**src/sptc_params.svh**
```systemverilog
// register offsets, field positions, reset values and timing counts
`ifndef SPTC_PARAMS_SVH
`define SPTC_PARAMS_SVH
`define SPTC_OFF_RXOVR      12'h028
`define SPTC_OFF_PATGEN     12'h000
`define SPTC_OFF_MATCH      12'h02C
`define SPTC_OFF_PHASE      12'h030
`define SPTC_OFF_IRQ_STAT   12'h038
`define SPTC_OFF_IRQ_MASK   12'h03C
`define SPTC_RXOVR_RST      32'h0000_101E
`define SPTC_RXOVR_WMASK    32'h0000_7FFF
`define SPTC_OVR_EN_BIT     14
`define SPTC_LOSF_HI        13
`define SPTC_LOSF_LO        12
`define SPTC_EQ_HI          7
`define SPTC_EQ_LO          5
`define SPTC_ALIGN_BIT      3
`define SPTC_HALF_BIT       0
`define SPTC_GEN_MODE_LO    16
`define SPTC_GEN_INJ_BIT    19
`define SPTC_GEN_PAT_LO     20
`define SPTC_MAT_SYNC_BIT   3
`define SPTC_CNT_LO_MAT     16
`define SPTC_LOS_FILT_CYC   8'd128
`define SPTC_SCALE          128
`endif

```
**src/sptc_pkg.sv**
```systemverilog
// types for the lane pattern test block
package sptc_pkg;
  typedef enum logic [2:0] {
    GEN_OFF = 3'h0, GEN_L15 = 3'h1, GEN_L7 = 3'h2,
    GEN_FIX = 3'h3, GEN_BAL = 3'h4, GEN_SEQ = 3'h5
  } sptc_gen_mode_t;
  typedef enum logic [2:0] {
    MAT_OFF = 3'h0, MAT_L15 = 3'h1, MAT_L7 = 3'h2, MAT_REP = 3'h3, MAT_INV = 3'h4
  } sptc_mat_mode_t;
  typedef enum logic [1:0] {
    SYN_IDLE = 2'b00, SYN_SEEN = 2'b01, SYN_RUN = 2'b11
  } sptc_sync_t;
endpackage : sptc_pkg

```
**src/sptc_ctl.sv**
```systemverilog
// lane override, pattern generator, matcher and error counters
`timescale 1ns/1ps
`default_nettype none
`include "sptc_params.svh"
// Overview of operation
// - override enable bit 14 makes bits 0..13 replace status values; resets 0
// - loss filter mode 13:12: 00 off, 11 heavy, 01/10 reserved; reset 01
// - heavy mode: signal loss after 128 prescaler cycles with no signal
// - equalizer level 7:5, reset 000, drives boost when overridden
// - bit 3 word alignment: 0 framer off, 1 on; reset 1
// - bit 0 selects half-rate receive data path; reset 0
// - generator mode 0 off, 1 lfsr15, 2 lfsr7
// - modes 3 repeat, 4 word/inverse, 5 zeros,word,3ff,inverse; 6-7 reserved
// - user word 29:20, ten bits, cleared on reset
// - bit 19 injects exactly one error into pattern lsb
// - sync bit set then cleared seeds checker; checking starts afterwards
// - count 30:16, scale flag 31 means count times 128
// - overflow shown as scale 1 and count all ones
// - counter reads pipelined; second read clears counter
// - phase value 27:17 and fraction bit 16, read live from the inputs, not reset
// - phase register second counter: count 14:0, scale 15
module sptc_ctl #(
  parameter int W = 10
) (
  input  wire logic        REF_CLK,
  input  wire logic        RST_N,
  input  wire logic [11:0] ADDR,
  input  wire logic [31:0] WDATA,
  input  wire logic        WR,
  input  wire logic        RD,
  output logic      [31:0] RDATA,
  output logic             IRQ,
  input  wire logic [13:0] RX_STATUS,
  input  wire logic        PRESCALE_EN,
  input  wire logic        SIGNAL_PRESENT,
  input  wire logic        RX_BIT,
  input  wire logic        RX_BIT_VALID,
  input  wire logic [10:0] PHASE_SELECTOR_VALUE,
  input  wire logic        PHASE_FRACTION_BITS,
  input  wire logic        PHASE_ERR,
  output logic      [13:0] RX_EFFECTIVE,
  output logic             SIGNAL_LOSS,
  output logic      [W-1:0] TX_WORD
);
  logic [31:0] rxovr_r, rxovr_nxt;
  logic [2:0]  gmode_r, gmode_nxt;
  logic        inj_r, inj_nxt;
  logic [W-1:0] pat_r, pat_nxt;
  logic [2:0]  mmode_r, mmode_nxt;
  logic        sync_r, sync_nxt;
  sptc_pkg::sptc_sync_t sst_r, sst_nxt;
  logic [14:0] lfsr_g_r, lfsr_g_nxt;
  logic [1:0]  seq_r, seq_nxt;
  logic [W-1:0] tx_r, tx_nxt;
  logic [14:0] lfsr_c_r, lfsr_c_nxt;
  logic [9:0]  hist_r, hist_nxt;
  logic [15:0] mcnt_r, mcnt_nxt;
  logic [15:0] pcnt_r, pcnt_nxt;
  logic [15:0] mhold_r, mhold_nxt;
  logic [15:0] phold_r, phold_nxt;
  logic        mrd_r, mrd_nxt;
  logic        prd_r, prd_nxt;
  logic [7:0]  los_cnt_r, los_cnt_nxt;
  logic        los_r, los_nxt;
  logic [13:0] rxe_r, rxe_nxt;
  logic [2:0]  ist_r, ist_nxt;
  logic [2:0]  imsk_r, imsk_nxt;
  logic        irq_r, irq_nxt;
  logic [31:0] rd_r, rd_nxt;
  logic        merr;
  logic        perr_ev;
  logic        ovf_ev;
  logic        exp_bit;

  // saturating scaled counter: below 2^15 counts 1:1, then scale by 128
  function automatic logic [15:0] cnt_step(input logic [15:0] c, input logic [6:0] pre);
    if (c == 16'hFFFF) cnt_step = c;
    else if (!c[15] && c[14:0] == 15'h7FFF) cnt_step = {1'b1, 15'h0100};
    else if (!c[15]) cnt_step = c + 16'h0001;
    else if (pre == 7'h7F) cnt_step = c + 16'h0001;
    else cnt_step = c;
  endfunction : cnt_step

  // read strobe aimed at one offset; both counter pipelines key on it
  function automatic logic rd_hit(input logic rd, input logic [11:0] a, input logic [11:0] off);
    rd_hit = rd && (a == off);
  endfunction : rd_hit

  logic [6:0] mpre_r, mpre_nxt, ppre_r, ppre_nxt;

  always_comb begin
    exp_bit = 1'b0;
    unique case (mmode_r)
      sptc_pkg::MAT_L15: exp_bit = lfsr_c_r[14] ^ lfsr_c_r[13];
      sptc_pkg::MAT_L7:  exp_bit = lfsr_c_r[6] ^ lfsr_c_r[5];
      sptc_pkg::MAT_REP: exp_bit = hist_r[9];
      sptc_pkg::MAT_INV: exp_bit = ~hist_r[9];
      default:           exp_bit = RX_BIT;
    endcase
    merr = RX_BIT_VALID && (sst_r == sptc_pkg::SYN_RUN) && (exp_bit != RX_BIT)
           && (mmode_r != 3'h0) && (mmode_r < 3'h5);
    perr_ev = PHASE_ERR;
  end

  always_comb begin
    rxovr_nxt = rxovr_r;
    gmode_nxt = gmode_r;
    inj_nxt   = inj_r;
    pat_nxt   = pat_r;
    mmode_nxt = mmode_r;
    sync_nxt  = sync_r;
    imsk_nxt  = imsk_r;
    if (WR) begin
      unique case (ADDR)
        `SPTC_OFF_RXOVR: rxovr_nxt = WDATA & `SPTC_RXOVR_WMASK;
        `SPTC_OFF_PATGEN: begin
          gmode_nxt = WDATA[`SPTC_GEN_MODE_LO +: 3];
          inj_nxt   = WDATA[`SPTC_GEN_INJ_BIT];
          pat_nxt   = WDATA[`SPTC_GEN_PAT_LO +: W];
        end
        `SPTC_OFF_MATCH: begin
          mmode_nxt = WDATA[2:0];
          sync_nxt  = WDATA[`SPTC_MAT_SYNC_BIT];
        end
        `SPTC_OFF_IRQ_MASK: imsk_nxt = WDATA[2:0];
        default: ;
      endcase
    end
    if (inj_r && gmode_r != 3'h0) inj_nxt = 1'b0;
  end

  // checker sync: rise then fall arms checking
  always_comb begin
    sst_nxt = sst_r;
    unique case (sst_r)
      sptc_pkg::SYN_IDLE: if (sync_r) sst_nxt = sptc_pkg::SYN_SEEN;
      sptc_pkg::SYN_SEEN: if (!sync_r) sst_nxt = sptc_pkg::SYN_RUN;
      sptc_pkg::SYN_RUN:  if (sync_r || mmode_r == 3'h0) sst_nxt = sync_r ?
                            sptc_pkg::SYN_SEEN : sptc_pkg::SYN_IDLE;
      default: sst_nxt = sptc_pkg::SYN_IDLE;
    endcase
    lfsr_c_nxt = lfsr_c_r;
    hist_nxt   = hist_r;
    if (RX_BIT_VALID) begin
      hist_nxt = {hist_r[8:0], RX_BIT};
      // while seeding, the checker lfsr loads received bits
      if (sst_r != sptc_pkg::SYN_RUN) lfsr_c_nxt = {lfsr_c_r[13:0], RX_BIT};
      else lfsr_c_nxt = {lfsr_c_r[13:0], exp_bit};
    end
  end

  // generator: one word per cycle, serialised elsewhere
  always_comb begin
    logic [14:0] l;
    logic [W-1:0] w;
    l = lfsr_g_r;
    w = '0;
    seq_nxt = seq_r + 2'h1;
    for (int i = W - 1; i >= 0; i--) begin
      if (gmode_r == sptc_pkg::GEN_L15) l = {l[13:0], l[14] ^ l[13]};
      else l = {l[13:0], l[6] ^ l[5]};
      w[i] = l[0];
    end
    // word modes leave the lfsr frozen, so a later lfsr run resumes its sequence
    lfsr_g_nxt = (gmode_r == sptc_pkg::GEN_L15 || gmode_r == sptc_pkg::GEN_L7) ? l : lfsr_g_r;
    unique case (gmode_r)
      sptc_pkg::GEN_L15, sptc_pkg::GEN_L7: tx_nxt = w;
      sptc_pkg::GEN_FIX: tx_nxt = pat_r;
      sptc_pkg::GEN_BAL: tx_nxt = seq_r[0] ? ~pat_r : pat_r;
      sptc_pkg::GEN_SEQ: begin
        unique case (seq_r)
          2'h0: tx_nxt = '0;
          2'h1: tx_nxt = pat_r;
          2'h2: tx_nxt = {W{1'b1}};
          default: tx_nxt = ~pat_r;
        endcase
      end
      default: tx_nxt = '0;
    endcase
    if (inj_r && gmode_r != 3'h0) tx_nxt[0] = ~tx_nxt[0];
  end

  // counters with two-read pipeline: first read snapshots, second clears
  always_comb begin
    mcnt_nxt = mcnt_r;
    mpre_nxt = mpre_r;
    pcnt_nxt = pcnt_r;
    ppre_nxt = ppre_r;
    mhold_nxt = mhold_r;
    phold_nxt = phold_r;
    mrd_nxt = mrd_r;
    prd_nxt = prd_r;
    if (merr) begin
      mcnt_nxt = cnt_step(mcnt_r, mpre_r);
      if (mcnt_r[15]) mpre_nxt = mpre_r + 7'h01;
    end
    if (perr_ev) begin
      pcnt_nxt = cnt_step(pcnt_r, ppre_r);
      if (pcnt_r[15]) ppre_nxt = ppre_r + 7'h01;
    end
    // a clear on the second read beats a same-cycle error; the snapshot has it
    if (rd_hit(RD, ADDR, `SPTC_OFF_MATCH)) begin
      mhold_nxt = mcnt_nxt;
      mrd_nxt = ~mrd_r;
      if (mrd_r) begin
        mcnt_nxt = 16'h0000;
        mpre_nxt = 7'h00;
      end
    end
    if (rd_hit(RD, ADDR, `SPTC_OFF_PHASE)) begin
      phold_nxt = pcnt_nxt;
      prd_nxt = ~prd_r;
      if (prd_r) begin
        pcnt_nxt = 16'h0000;
        ppre_nxt = 7'h00;
      end
    end
  end

  // loss-of-signal filter counts prescaler ticks only
  always_comb begin
    los_cnt_nxt = los_cnt_r;
    los_nxt = los_r;
    if (rxovr_r[`SPTC_LOSF_HI:`SPTC_LOSF_LO] == 2'b11) begin
      if (SIGNAL_PRESENT) begin
        los_cnt_nxt = 8'h00;
        los_nxt = 1'b0;
      end else if (PRESCALE_EN) begin
        if (los_cnt_r >= `SPTC_LOS_FILT_CYC - 8'd1) los_nxt = 1'b1;
        else los_cnt_nxt = los_cnt_r + 8'h01;
      end
    end else begin
      // reserved codes 01/10 behave as filtering off
      los_cnt_nxt = 8'h00;
      los_nxt = !SIGNAL_PRESENT;
    end
    rxe_nxt = rxovr_r[`SPTC_OVR_EN_BIT] ? rxovr_r[13:0] : RX_STATUS;
  end

  // interrupts: 0 matcher error, 1 phase error, 2 counter overflow
  always_comb begin
    ovf_ev = (mcnt_nxt == 16'hFFFF && mcnt_r != 16'hFFFF) ||
             (pcnt_nxt == 16'hFFFF && pcnt_r != 16'hFFFF);
    ist_nxt = ist_r;
    if (WR && ADDR == `SPTC_OFF_IRQ_STAT) ist_nxt = ist_r & ~WDATA[2:0];
    ist_nxt = ist_nxt | {ovf_ev, perr_ev, merr};                       // set beats clear
    irq_nxt = |(ist_nxt & imsk_nxt);
    rd_nxt = 32'h0;
    if (RD) begin
      unique case (ADDR)
        `SPTC_OFF_RXOVR:  rd_nxt = rxovr_r;
        `SPTC_OFF_PATGEN: rd_nxt = {2'b00, pat_r, inj_r, gmode_r, 16'h0000};
        `SPTC_OFF_MATCH:  rd_nxt = {mhold_r, 12'h000, sync_r, mmode_r};
        `SPTC_OFF_PHASE:  rd_nxt = {4'h0, PHASE_SELECTOR_VALUE,
                                    PHASE_FRACTION_BITS, phold_r};
        `SPTC_OFF_IRQ_STAT: rd_nxt = {29'h0, ist_r};
        `SPTC_OFF_IRQ_MASK: rd_nxt = {29'h0, imsk_r};
        default: rd_nxt = 32'h0;
      endcase
    end
  end

  // software-visible control fields
  always_ff @(posedge REF_CLK or negedge RST_N) begin
    if (!RST_N) begin
      rxovr_r  <= `SPTC_RXOVR_RST;
      gmode_r  <= 3'h0;
      inj_r    <= 1'b0;
      pat_r    <= '0;
      mmode_r  <= 3'h0;
      sync_r   <= 1'b0;
      imsk_r   <= 3'h0;
    end else begin
      rxovr_r  <= rxovr_nxt;
      gmode_r  <= gmode_nxt;
      inj_r    <= inj_nxt;
      pat_r    <= pat_nxt;
      mmode_r  <= mmode_nxt;
      sync_r   <= sync_nxt;
      imsk_r   <= imsk_nxt;
    end
  end

  // checker sync state, checker lfsr and bit history
  always_ff @(posedge REF_CLK or negedge RST_N) begin
    if (!RST_N) begin
      sst_r    <= sptc_pkg::SYN_IDLE;
      lfsr_c_r <= 15'h0000;
      hist_r   <= 10'h000;
    end else begin
      sst_r    <= sst_nxt;
      lfsr_c_r <= lfsr_c_nxt;
      hist_r   <= hist_nxt;
    end
  end

  // generator; the all-ones seed keeps the lfsr out of its stuck state
  always_ff @(posedge REF_CLK or negedge RST_N) begin
    if (!RST_N) begin
      lfsr_g_r <= 15'h7FFF;
      seq_r    <= 2'h0;
      tx_r     <= '0;
    end else begin
      lfsr_g_r <= lfsr_g_nxt;
      seq_r    <= seq_nxt;
      tx_r     <= tx_nxt;
    end
  end

  // both error counters with their read pipelines
  always_ff @(posedge REF_CLK or negedge RST_N) begin
    if (!RST_N) begin
      mcnt_r   <= 16'h0000;
      pcnt_r   <= 16'h0000;
      mpre_r   <= 7'h00;
      ppre_r   <= 7'h00;
      mhold_r  <= 16'h0000;
      phold_r  <= 16'h0000;
      mrd_r    <= 1'b0;
      prd_r    <= 1'b0;
    end else begin
      mcnt_r   <= mcnt_nxt;
      pcnt_r   <= pcnt_nxt;
      mpre_r   <= mpre_nxt;
      ppre_r   <= ppre_nxt;
      mhold_r  <= mhold_nxt;
      phold_r  <= phold_nxt;
      mrd_r    <= mrd_nxt;
      prd_r    <= prd_nxt;
    end
  end

  // loss filter and effective receive controls
  always_ff @(posedge REF_CLK or negedge RST_N) begin
    if (!RST_N) begin
      los_cnt_r <= 8'h00;
      los_r    <= 1'b0;
      rxe_r    <= 14'h0000;
    end else begin
      los_cnt_r <= los_cnt_nxt;
      los_r    <= los_nxt;
      rxe_r    <= rxe_nxt;
    end
  end

  // interrupt status, interrupt line and read data
  always_ff @(posedge REF_CLK or negedge RST_N) begin
    if (!RST_N) begin
      ist_r    <= 3'h0;
      irq_r    <= 1'b0;
      rd_r     <= 32'h0000_0000;
    end else begin
      ist_r    <= ist_nxt;
      irq_r    <= irq_nxt;
      rd_r     <= rd_nxt;
    end
  end

  assign RDATA        = rd_r;
  assign IRQ          = irq_r;
  assign RX_EFFECTIVE = rxe_r;
  assign SIGNAL_LOSS  = los_r;
  assign TX_WORD      = tx_r;
endmodule : sptc_ctl
`default_nettype wire

```
**config.mk**
```make
export PLATFORM = sky130hd
export DESIGN_NAME = sptc_ctl
export DESIGN_NICKNAME = d
export VERILOG_FILES = /design/src/sptc_pkg.sv /design/src/sptc_ctl.sv
export VERILOG_INCLUDE_DIRS = /design/src
export SDC_FILE = /design/constraint.sdc
export NUM_CORES = 1
export LEC_CHECK = 0
export ABC_AREA = 0
export BUFFER_PORTS_ARGS = -buffer_cell sky130_fd_sc_hd__buf_2
export CORE_MARGIN = 4
export CORE_UTILIZATION = 63
export DETAILED_ROUTE_END_ITERATION = 12
export PLACE_DENSITY_LB_ADDON = 0.2
export REMOVE_ABC_BUFFERS = 1
export SYNTH_ARGS = -nofsm -noshare
export SYNTH_HDL_FRONTEND = slang
export SYNTH_SLANG_ARGS = --single-unit
```
**constraint.sdc**
```tcl
create_clock -name REF_CLK -period 8.4 [get_ports REF_CLK]
set_input_delay 0.42 -clock REF_CLK [delete_from_list [all_inputs] [get_ports REF_CLK]]
set_output_delay 0.42 -clock REF_CLK [all_outputs]
set_load 0.02 [all_outputs]
```
* Yosys cells after proc, flatten, opt, wreduce, memory -nomap -nowiden
Cells that the tools add are included.
** Storage, ports and cells
- Bits in registers :: 229
- Logic and storage cells :: 198
- Output and inout port bits :: 58
** Operators by class
- $lt $le $gt $ge :: 2
- Equal/unequal tests :: 37
- Bitwise gates (word level) :: 31
- $add $sub $neg :: 6
- Muxes and demuxes :: 60
- Reductions and logical operators :: 35
** Operator list (number)
- 16-bit two-way mux :: 14
- 32-bit one-hot mux with 6 select lines :: 1
- 16-bit equality test, second input constant :: 4
- 12-bit by 6-bit equality test with 1-bit output, second input constant :: 5
- 7-bit two-way mux :: 8
- 10-bit one-hot mux with 4 select lines :: 1
- 16-bit by 1-bit adder with 16-bit output, second input constant :: 2
- 32-bit two-way mux :: 1
- 8-bit two-way mux :: 4
- 16-bit != test, second input constant :: 2
- 15-bit equality test, second input constant :: 2
- 10-bit one-hot mux with 3 select lines :: 1
- 1-bit XOR :: 22
- 1-bit two-way mux :: 20
- 7-bit by 1-bit adder with 7-bit output, second input constant :: 2
- 7-bit equality test, second input constant :: 2
- 14-bit two-way mux :: 1
- 3-bit by 2-bit equality test with 1-bit output, second input constant :: 4
- 1-bit logical AND :: 12
- 12-bit zero test :: 1
- 2-bit AND reduction :: 6
- 10-bit two-way mux :: 1
- 10-bit NOT :: 1
- 3-bit equality test, second input constant :: 3
- other kinds (29) :: 51

* Longest topological paths before layout
Gate-level depths: netlist of run 1.
- Depth after elaboration :: 15
- Depth in mapped cells :: 12
- Depth with buffers taken out :: 10

* Least setup slack after synthesis of run 1
No wires, ideal clock.
- Path type :: register -> register
- From :: reg ppre_r[0]
- To :: reg irq_r, in the netlist IRQ
- Clock period less this slack :: 2.646 ns
- Stages on the path, launching flop included :: 11
- Setup time :: 0.078 ns
- Data arrival time :: 2.568 ns
- Path slack :: 5.754 ns
- Buffers on the path :: 0
- Required time :: 8.322 ns
- Cell sequence :: dfrtp_1 ha_1 nand2_1 o21a_4 or4b_1 mux2i_1 nor4_1 nand4b_1 o41a_1 o221ai_1 o21bai_1
** Between the ends
- Word-level cells in the longest chain between the ends :: 14
** Ends and longest elaborated chain
- start, declared :: RTL line sptc_ctl.sv:89 : logic [6:0] mpre_r, mpre_nxt, ppre_r, ppre_nxt;
- start signal, assigned :: RTL line sptc_ctl.sv:325 : ppre_r <= ppre_nxt;
- 7-bit equality test * :: RTL line sptc_ctl.sv:80 : else if (pre == 7'h7F) cnt_step = c + 16'h0001;
- 16-bit two-way mux * :: RTL line sptc_ctl.sv:80
- 16-bit two-way mux * :: RTL line sptc_ctl.sv:79 : else if (!c[15]) cnt_step = c + 16'h0001;
- 16-bit two-way mux * :: RTL line sptc_ctl.sv:78 : else if (!c[15] && c[14:0] == 15'h7FFF) cnt_step = {1'b1, 15'h0100};
- 16-bit two-way mux * :: RTL line sptc_ctl.sv:77 : if (c == 16'hFFFF) cnt_step = c;
- 16-bit two-way mux * :: RTL line sptc_ctl.sv:197 : if (perr_ev) begin
- 16-bit two-way mux :: RTL line sptc_ctl.sv:213 : if (prd_r) begin
- 16-bit two-way mux * :: RTL line sptc_ctl.sv:210 : if (rd_hit(RD, ADDR, `SPTC_OFF_PHASE)) begin
- 16-bit equality test * :: RTL line sptc_ctl.sv:243 : (pcnt_nxt == 16'hFFFF && pcnt_r != 16'hFFFF);
- 1-bit logical AND * :: RTL line sptc_ctl.sv:243
- 1-bit logical OR * :: RTL line sptc_ctl.sv:242 : ovf_ev = (mcnt_nxt == 16'hFFFF && mcnt_r != 16'hFFFF) ||
- 3-bit bitwise OR * :: RTL line sptc_ctl.sv:246 : ist_nxt = ist_nxt | {ovf_ev, perr_ev, merr};
- 3-bit bitwise AND * :: RTL line sptc_ctl.sv:247 : irq_nxt = |(ist_nxt & imsk_nxt);
- 3-bit OR reduction * :: RTL line sptc_ctl.sv:247
- net irq_nxt :: RTL line sptc_ctl.sv:68 : logic irq_r, irq_nxt;
- end signal, assigned :: RTL line sptc_ctl.sv:354 : irq_r <= irq_nxt;
- end, declared :: RTL line sptc_ctl.sv:68
The timed path passes the listed nets; every way through them passes the cells marked *.
A chain may end at the register's enable or synchronous reset.

* Final worst setup path of run 1
- From :: reg pcnt_r[0]
- To :: reg irq_r, in the netlist IRQ
** Between the ends
- Word-level cells in the longest chain between the ends :: 14
** Ends and longest elaborated chain
- start, declared :: RTL line sptc_ctl.sv:58 : logic [15:0] pcnt_r, pcnt_nxt;
- start signal, assigned :: RTL line sptc_ctl.sv:323 : pcnt_r <= pcnt_nxt;
- 16-bit by 1-bit adder with 16-bit output :: RTL line sptc_ctl.sv:79, sptc_ctl.sv:80
- 16-bit two-way mux :: RTL line sptc_ctl.sv:80
- 16-bit two-way mux :: RTL line sptc_ctl.sv:79
- 16-bit two-way mux :: RTL line sptc_ctl.sv:78
- 16-bit two-way mux :: RTL line sptc_ctl.sv:77
- 16-bit two-way mux :: RTL line sptc_ctl.sv:197
- 16-bit two-way mux :: RTL line sptc_ctl.sv:213
- 16-bit two-way mux :: RTL line sptc_ctl.sv:210
- 16-bit equality test :: RTL line sptc_ctl.sv:243
- 1-bit logical AND * :: RTL line sptc_ctl.sv:243
- 1-bit logical OR * :: RTL line sptc_ctl.sv:242
- 3-bit bitwise OR * :: RTL line sptc_ctl.sv:246
- 3-bit bitwise AND * :: RTL line sptc_ctl.sv:247
- 3-bit OR reduction * :: RTL line sptc_ctl.sv:247
- net irq_nxt :: RTL line sptc_ctl.sv:68
Marks and branches as above.

==> results.yml, run 1 <==
drt:
  initialDrtViolationCount: 767
  drt.antenna.violating_nets: 0
  postRouteWirelength_um: 25580
  num_vias: 8402
  vias_per_cell: 6.178
  routed_wire_per_std_cell_um: 18.81
  total_iterations_of_the_first_detailed_routing_run: 7
  remaining_drc_errors: 0
floorplan:
  floorplan.die.height_um: 139.2
  core_region_area_mm2: 0.01670
  initial_core_utilization: 0.6490
  die-width_um: 139.2
  placementRows: 47
  die_area_mm2: 0.01937
  pin_count: 137
placement:
  dp.final_hpwl_um: 17420
  detailed_place.area_mm2: 0.01155
  post-place-ws_ns: 4.876
  placer_congestion: 0.9408
  numPortBuffers: 133
status:
  status: "finished clean"
clock_tree:
  tritoncts_clock_tree: "yes"
  cts_root_buffer: "sky130_fd_sc_hd__clkbuf_16"
  path_clk_slew_ns: 0.06
  post_cts.repair.setup_buffers: 0
  clock-sinks: 229
  inserted_clock_buffers: 24
  clock_insertion_delay_worst_skew_ns: 0.51
  clockBufferDepth: 3
  ctsHtreeMaxLevel: 1
synth:
  synth.avg_cell_area_um2: 10.64
  synthMostInstantiatedCell: "sky130_fd_sc_hd__dfrtp_1"
  mappedNetlistArea_mm2: 0.01084
  synth_cell_types: 87
  synth-seq-area-share: 0.5310
  synth-main-ff-cell: "sky130_fd_sc_hd__dfrtp_1"
  synth_top_area_frac: 0.4825
  post_synth_inst_count: 1019
  post-synth-top-area-cell: "sky130_fd_sc_hd__dfrtp_1"
  netlist_top_cells_area: "sky130_fd_sc_hd__dfrtp_1 48%, sky130_fd_sc_hd__mux2_2 6.1%, sky130_fd_sc_hd__dfstp_2 4.8%"
  synth-edff-count: 0
  synth_commonest_cells: "209 x sky130_fd_sc_hd__dfrtp_1, 104 x sky130_fd_sc_hd__nand2_1, 99 x sky130_fd_sc_hd__nor2_1, 59 x sky130_fd_sc_hd__mux2_2, 47 x sky130_fd_sc_hd__a21oi_1"
  ys_seq_elements: 229
  ys_async_sr_fraction: 1.000
  synth_warnings: 0
timing:
  skew_ns: 0.01752
  final-max-slew-violation-count: 0
  setup_viol: 0
  finalWorstSetupSlack_ns: 5.054
  period_share: 0.3983
  timing.max_slew.rel_slack: 0.2972
  timing_worst_slew_pin_value_ns: 1.051
  period_needed_ns: 3.346
  unrepaired_setup_endpoints_after_global_routing: "no"
  timing.final.hold_violations: 0
  tns_ns: 0
  clock.fmax_ghz: 0.2989
setup_path:
  crit-reg2reg-launch: "pcnt_r[0]"
  crit_path_max_fanout: 11
  timing.critical_path.from_type: "flip-flop"
  critPathMaxStageDelay_ns: 0.58
  max_stage_delay_cell_worst_path: "sky130_fd_sc_hd__nor2_1"
  reg2reg_to: "IRQ"
  worst_setup_path_end_kind: "flip-flop"
  setup.reg_to_reg.worst_slack_ns: 5.05
  cp_cell_sequence: "ha_1 -> nand3_2 -> nor2_1 -> o211a_1 -> o21ai_0 -> nor4_1 -> nand4b_1 -> o41a_1 -> o221ai_1 -> o21bai_1"
  cp_data_required_time_ns: 8.82
  critPathArrivalTime_ns: 3.77
  ff_to_ff_path_depth: 10
  critical_path_class: "flip-flop to flip-flop"
power:
  powerDensity_mw_per_mm2: 198.8
  power_mw: 2.461
  clock_power_share: 0.436
  total_switching_power_mw: 0.5625
  p_comb_frac: 0.071
  ir_drop_mv: 0.1994
  share_seq_of_total_power: 0.493
  swShare: 0.2285
  p_int_mw: 1.899
  p_leak_nw: 5.755
global_routing:
  grtUsageTotal: 0.2643
  pin_count_of_the_biggest_net_entering_global_routing: 79
  globalRoute.totalOverflow: 0
  grt_pass1_wl_um: 42610
  grt_pass1_vias: 8162
  initial_antenna_violation_count: 1
final_layout:
  drive_gt1_frac: 0.2465
  num_antenna_cells: 0
  areaGrowthSynthToFinish_pct: 14.20
  multiInputGateArea_mm2: 0.004746
  stdcell_area_mm2: 0.01238
  fillerInstances: 1207
  area.sequential_mm2: 0.005756
  final_net_count: 1209
min_path:
  worst_hold_stages: 2
  hold_class: "input port to flip-flop"
  holdPathEnd: "SIGNAL_LOSS"
  hold_path_startpoint: "SIGNAL_PRESENT"
run:
  max_cap_viol_count: 0
repair_timing:
item | 4_1_cts | 5_1_grt
hold buffers | 1 | 0
gates resized for setup | 0 | 0
endpoints found under the hold margin | 59 | 0
critical path, delay by kind of cell (launching register included):
family,cells,cell delay (ns)
flip-flops,1,0.43
AO/OA/AOI/OAI,5,1.18
AND/OR/NAND/NOR,4,1.40
adder cells (fa/ha/maj),1,0.25
sequential cells by signal, summed over array words and instances (netlist names), 14 cells and up:
register and flops:
RDATA 32, RX_EFFECTIVE 14, lfsr_c_r 15, lfsr_g_r 15, mcnt_r 16, mhold_r 16, pcnt_r 16, phold_r 16
rxovr_r 15
logic make-up (layout without fill, tap and decap cells):
logic type,after synthesis,after routing,share of synthesized area
AOI/OAI and AO/OA,222,222,0.1434
xor gates and xnor gates,44,44,0.03555
DFF,229,229,0.5310
adders and majority gates,8,8,0.009235
muxes,85,85,0.08738
buffers and inverters,80,201,0.03117
and+or+nand+nor,351,351,0.1623
routing by layer:
| metal | up-vias | GRT usage | routed length [µm] |
|---|---|---|---|
| li1 | 3884 | - | - |
| met3 | 41 | 0.05000 | 1760 |
| met4 | 2 | 0.05922 | 514 |
| met2 | 297 | 0.4227 | 12190 |
| met1 | 4178 | 0.3817 | 11100 |
| met5 | - | 0 | 13 |
how the worst max path moves through the flow:
| stage | start | to | slack, ns | cells past startpoint |
|---|---|---|---|---|
| after floorplan | pcnt_r[0] | IRQ | 5.56 | 10 |
| after global placement | ADDR[9] | IRQ | 4.89 | 9 |
| after detailed placement | ADDR[9] | IRQ | 4.88 | 9 |
| after CTS | pcnt_r[0] | IRQ | 5.12 | 10 |
| after global routing | pcnt_r[0] | IRQ | 4.74 | 10 |
| final | pcnt_r[0] | IRQ | 5.05 | 10 |
cells in the final DEF (no fill, tap or decap), types with 9 or more instances in the layout:
| cell type | instances |
|---|---|
| sky130_fd_sc_hd__a21oi_1 | 47 |
| sky130_fd_sc_hd__nand3_1 | 28 |
| sky130_fd_sc_hd__nor3_1 | 12 |
| sky130_fd_sc_hd__xor2_1 | 25 |
| sky130_fd_sc_hd__a211oi_1 | 21 |
| sky130_fd_sc_hd__a222oi_1 | 15 |
| sky130_fd_sc_hd__and3_1 | 9 |
| sky130_fd_sc_hd__mux2_1 | 18 |
| sky130_fd_sc_hd__mux2_2 | 59 |
| sky130_fd_sc_hd__nor4_1 | 17 |
| sky130_fd_sc_hd__a22o_1 | 11 |
| sky130_fd_sc_hd__clkbuf_8 | 9 |
| sky130_fd_sc_hd__nand2_1 | 104 |
| sky130_fd_sc_hd__dfrtp_1 | 209 |
| sky130_fd_sc_hd__xnor2_1 | 19 |
| sky130_fd_sc_hd__nor2_1 | 99 |
| sky130_fd_sc_hd__clkbuf_16 | 25 |
| sky130_fd_sc_hd__buf_2 | 132 |
| sky130_fd_sc_hd__and2_1 | 12 |
| sky130_fd_sc_hd__nand4_1 | 19 |
| sky130_fd_sc_hd__dfstp_2 | 20 |
| sky130_fd_sc_hd__inv_1 | 19 |
| sky130_fd_sc_hd__o21ai_0 | 43 |
layout make-up:
class / instances / area share
Tap cell: 220 / 0.02224
Inverter: 20 / 0.006065
Multi-Input combinational cell: 710 / 0.3834
Sequential cell: 229 / 0.4650
Clock inverter: 3 / 0.003437
Timing Repair Buffer: 137 / 0.05721
Clock buffer: 41 / 0.06267
per-stage QoR:
| stage | hold slack [ns] | instances | util |
|---|---|---|---|
| floorplan | 0.1244 | 959 | - |
| global placement | 0.4115 | 1315 | 0.6916 |
| detailed placement | 0.4187 | 1315 | 0.6916 |
| CTS | 0.06380 | 1360 | 0.7412 |
| global route | 0.06779 | 1360 | 0.7412 |
| finish | 0.08409 | 1360 | 0.7412 |
power by group through the flow:
stage	registers [mW]	logic (mW)	clock network [mW]
floorplan	1.22	0.0946	0
global placement	1.23	0.167	0
detailed placement	1.23	0.173	0
CTS	1.21	0.175	1.09
global route	1.22	0.196	1.14
finish	1.21	0.175	1.07
(Power assumes the default switching activity.)
==> run 2: changes to the inputs <==
--- a/config.mk
+++ b/config.mk
@@ -9,7 +9,7 @@
 export ABC_AREA = 0
 export BUFFER_PORTS_ARGS = -buffer_cell sky130_fd_sc_hd__buf_2
 export CORE_MARGIN = 4
-export CORE_UTILIZATION = 63
+export CORE_UTILIZATION = 53
 export DETAILED_ROUTE_END_ITERATION = 12
 export PLACE_DENSITY_LB_ADDON = 0.2
 export REMOVE_ABC_BUFFERS = 1
==> constraint.sdc (replaced) <==
create_clock -name REF_CLK -period 2.7 [get_ports REF_CLK]
set_input_delay 0.135 -clock REF_CLK [delete_from_list [all_inputs] [get_ports REF_CLK]]
set_output_delay 0.135 -clock REF_CLK [all_outputs]
set_load 0.02 [all_outputs]
==> run 2 against run 1 <==
The flow now finishes with violations (setup timing). First-iteration DRC count decreased by 23%. Setup slack lost 5.1 ns. Via count up 5.3%. Utilization decreased by 5.3 points. Clock-buffer cell count shrank 7. Final area is 12% higher. Clock power rose to 3.1 times the previous value.
==> results.yml, run 2 (synthesized netlist as in run 1, its figures left out) <==
global_routing:
  gr-usage-met2: 0.3840
  globalRoute.totalOverflow: 0
  grt_pass1_wl_um: 44630
  globalRouteMet3Util: 0.04159
  pin_count_of_the_biggest_net_entering_global_routing: 88
  grtUsageTotal: 0.2447
  grt_pass1_vias: 8650
  grt_most_used_layer: "met2"
  initial_antenna_violation_count: 4
  grt_use_met1: 0.3498
clock_tree:
  clockBufferDepth: 3
  cts_root_buffer: "sky130_fd_sc_hd__clkbuf_16"
  clock-sinks: 229
  ctsHtreeMaxLevel: 1
  inserted_clock_buffers: 25
  path_clk_slew_ns: 0.06
  tritoncts_clock_tree: "yes"
  clock_insertion_delay_worst_skew_ns: 0.53
setup_path:
  path_delay_family: "simple AND/OR/NAND/NOR gates"
  timing.critical_path.from_type: "flip-flop"
  crit_path_max_fanout: 4
  critPathArrivalTime_ns: 3.18
  endpoint: "IRQ"
  max_stage_delay_cell_worst_path: "sky130_fd_sc_hd__or4b_4"
  cp-startpoint: "pcnt_r[0]"
  crit-reg2reg-launch: "pcnt_r[0]"
  worst_setup_path_end_kind: "flip-flop"
  ff_to_ff_path_depth: 11
  reg2reg_to: "IRQ"
  cp_buf_inv_count: 1
  critical_path_class: "flip-flop to flip-flop"
  cp_cell_sequence: "ha_2 -> nand3_4 -> nor4_4 -> buf_4 -> or4b_4 -> mux2i_2 -> nor4_2 -> nand4b_1 -> o41a_1 -> o221ai_1 -> o21bai_1"
  critPathMaxStageDelay_ns: 0.49
  path_depth: 11
  cp_data_required_time_ns: 3.15
  setup.reg_to_reg.worst_slack_ns: -0.04
final_layout:
  areaGrowthSynthToFinish_pct: 28.07
  final_common_cell: "sky130_fd_sc_hd__dfrtp_1"
  drive_gt1_frac: 0.3022
  most-common-layout-cells: "208 x sky130_fd_sc_hd__dfrtp_1, 132 x sky130_fd_sc_hd__buf_2, 101 x sky130_fd_sc_hd__nand2_1"
  post-route-util: 0.6883
  max_reg_flops: 32
  final_net_count: 1365
power:
  ir_drop_mv: 0.5819
  powerDensity_mw_per_mm2: 564.2
  p_leak_nw: 6.497
status:
  violations_in_the_final_reports: "setup timing"
  status: "finished, violations left"
placement:
  dp.final_hpwl_um: 19100
  placer_congestion: 0.9116
  post-place-ws_ns: -0.1361
  numPortBuffers: 133
drt:
  total_iterations_of_the_first_detailed_routing_run: 8
  initialDrtViolationCount: 594
  routed_wire_per_std_cell_um: 17.75
  num_vias: 8847
  drt.antenna.violating_nets: 0
  vias_per_cell: 5.631
  remaining_drc_errors: 0
  postRouteWirelength_um: 27890
timing:
  tns_ns: -0.03578
  timing_worst_slew_pin_value_ns: 0.7258
  timing.max_slew.rel_slack: 0.5162
  period_share: 1.013
  finalWorstSetupSlack_ns: -0.03578
  skew_ns: 0.01770
  final-max-slew-violation-count: 0
  period_needed_ns: 2.736
  clock.fmax_ghz: 0.3655
  finalHoldWorstSlack_ns: 0.04728
  unrepaired_setup_endpoints_after_global_routing: "yes"
  setup_viol: 1
  timing.final.hold_violations: 0
floorplan:
  floorplan.die.height_um: 151.0
  pin_count: 137
  die-width_um: 151.0
  core_region_area_mm2: 0.02017
  placementRows: 52
  die_area_mm2: 0.02280
  initial_core_utilization: 0.5374
run:
  max_cap_viol_count: 0
min_path:
  hold_class: "input port to flip-flop"
==> run 2: cell count changes in the layout (fill, tap and decap cells not counted), sizes merged <==
| cell | before | now |
|---|---|---|
| diode | 0 | 4 |
| dlygate4sd3 | 1 | 61 |
| clkinvlp | 1 | 4 |
| inv | 19 | 20 |
| buf | 136 | 231 |
| bufinv | 1 | 2 |
| clkinv | 2 | 6 |
| clkbuf | 41 | 34 |
==> run 2: per-layer routing <==
layer  part of all wire  vias up
met5                  0        -
met4              0.028        0
met3              0.062       58
met2               0.47      272
met1               0.44     4302
li1                   -     4215
==> run 2: cell type report <==
class | count | area, µm²
clock inverter | 12 | 131.4
fill | 1538 | 6287
clock buffer | 34 | 679.4
inverter | 20 | 75.07
multi-input combinational | 710 | 4841
timing repair buffer | 292 | 2051
sequential | 229 | 5757
tap | 270 | 337.8
antenna | 4 | 10.01
==> run 2: how the worst min path moves through the flow <==
stage | from | endpoint | slack (ns) | depth (start not counted)
3_3_place_gp | RST_N | TX_WORD[6] | 0.18 | 1
2_1_floorplan | RST_N | IRQ | -0.16 | 0
3_5_place_dp | RST_N | TX_WORD[6] | 0.19 | 1
4_1_cts | ADDR[3] | phold_r[11] | 0.02 | 4
6_report | ADDR[3] | phold_r[11] | 0.05 | 4
5_1_grt | ADDR[3] | phold_r[3] | 0.07 | 4
==> run 2: metrics by stage <==
stage | instances | total power, mW | cell area, µm²
detailed placement | 1455 | 4.455 | 12310
finish | 1571 | 7.833 | 13880
CTS | 1564 | 7.899 | 13780
global placement | 1455 | 4.431 | 12310
floorplan | 959 | 4.098 | 10580
global route | 1571 | 8.148 | 13880
==> run 2: where the power goes <==
| group | leakage, nW | total [mW] | switching (mW) | internal, mW |
|---|---|---|---|---|
| Sequential | 2.99 | 3.76 | 0.139 | 3.62 |
| Combinational | 3.12 | 0.720 | 0.340 | 0.381 |
| Clock | 0.384 | 3.35 | 1.38 | 1.97 |
==> run 2: repair_timing <==
item	4_1_cts	5_1_grt
hold buffers	61	0
setup endpoints to repair	1	3
hold endpoints to repair	151	0
resized for setup	7	15
buffers inserted	2	3
pin swaps	9	8
==> run 2: worst register-to-register path: stages, from the launching register on <==
cell	delay, ns
sky130_fd_sc_hd__dfrtp_1	0.42
sky130_fd_sc_hd__ha_2	0.23
sky130_fd_sc_hd__nand3_4	0.09
sky130_fd_sc_hd__nor4_4	0.07
sky130_fd_sc_hd__buf_4	0.14
sky130_fd_sc_hd__or4b_4	0.49
sky130_fd_sc_hd__mux2i_2	0.18
sky130_fd_sc_hd__nor4_2	0.27
sky130_fd_sc_hd__nand4b_1	0.14
sky130_fd_sc_hd__o41a_1	0.37
sky130_fd_sc_hd__o221ai_1	0.15
sky130_fd_sc_hd__o21bai_1	0.13
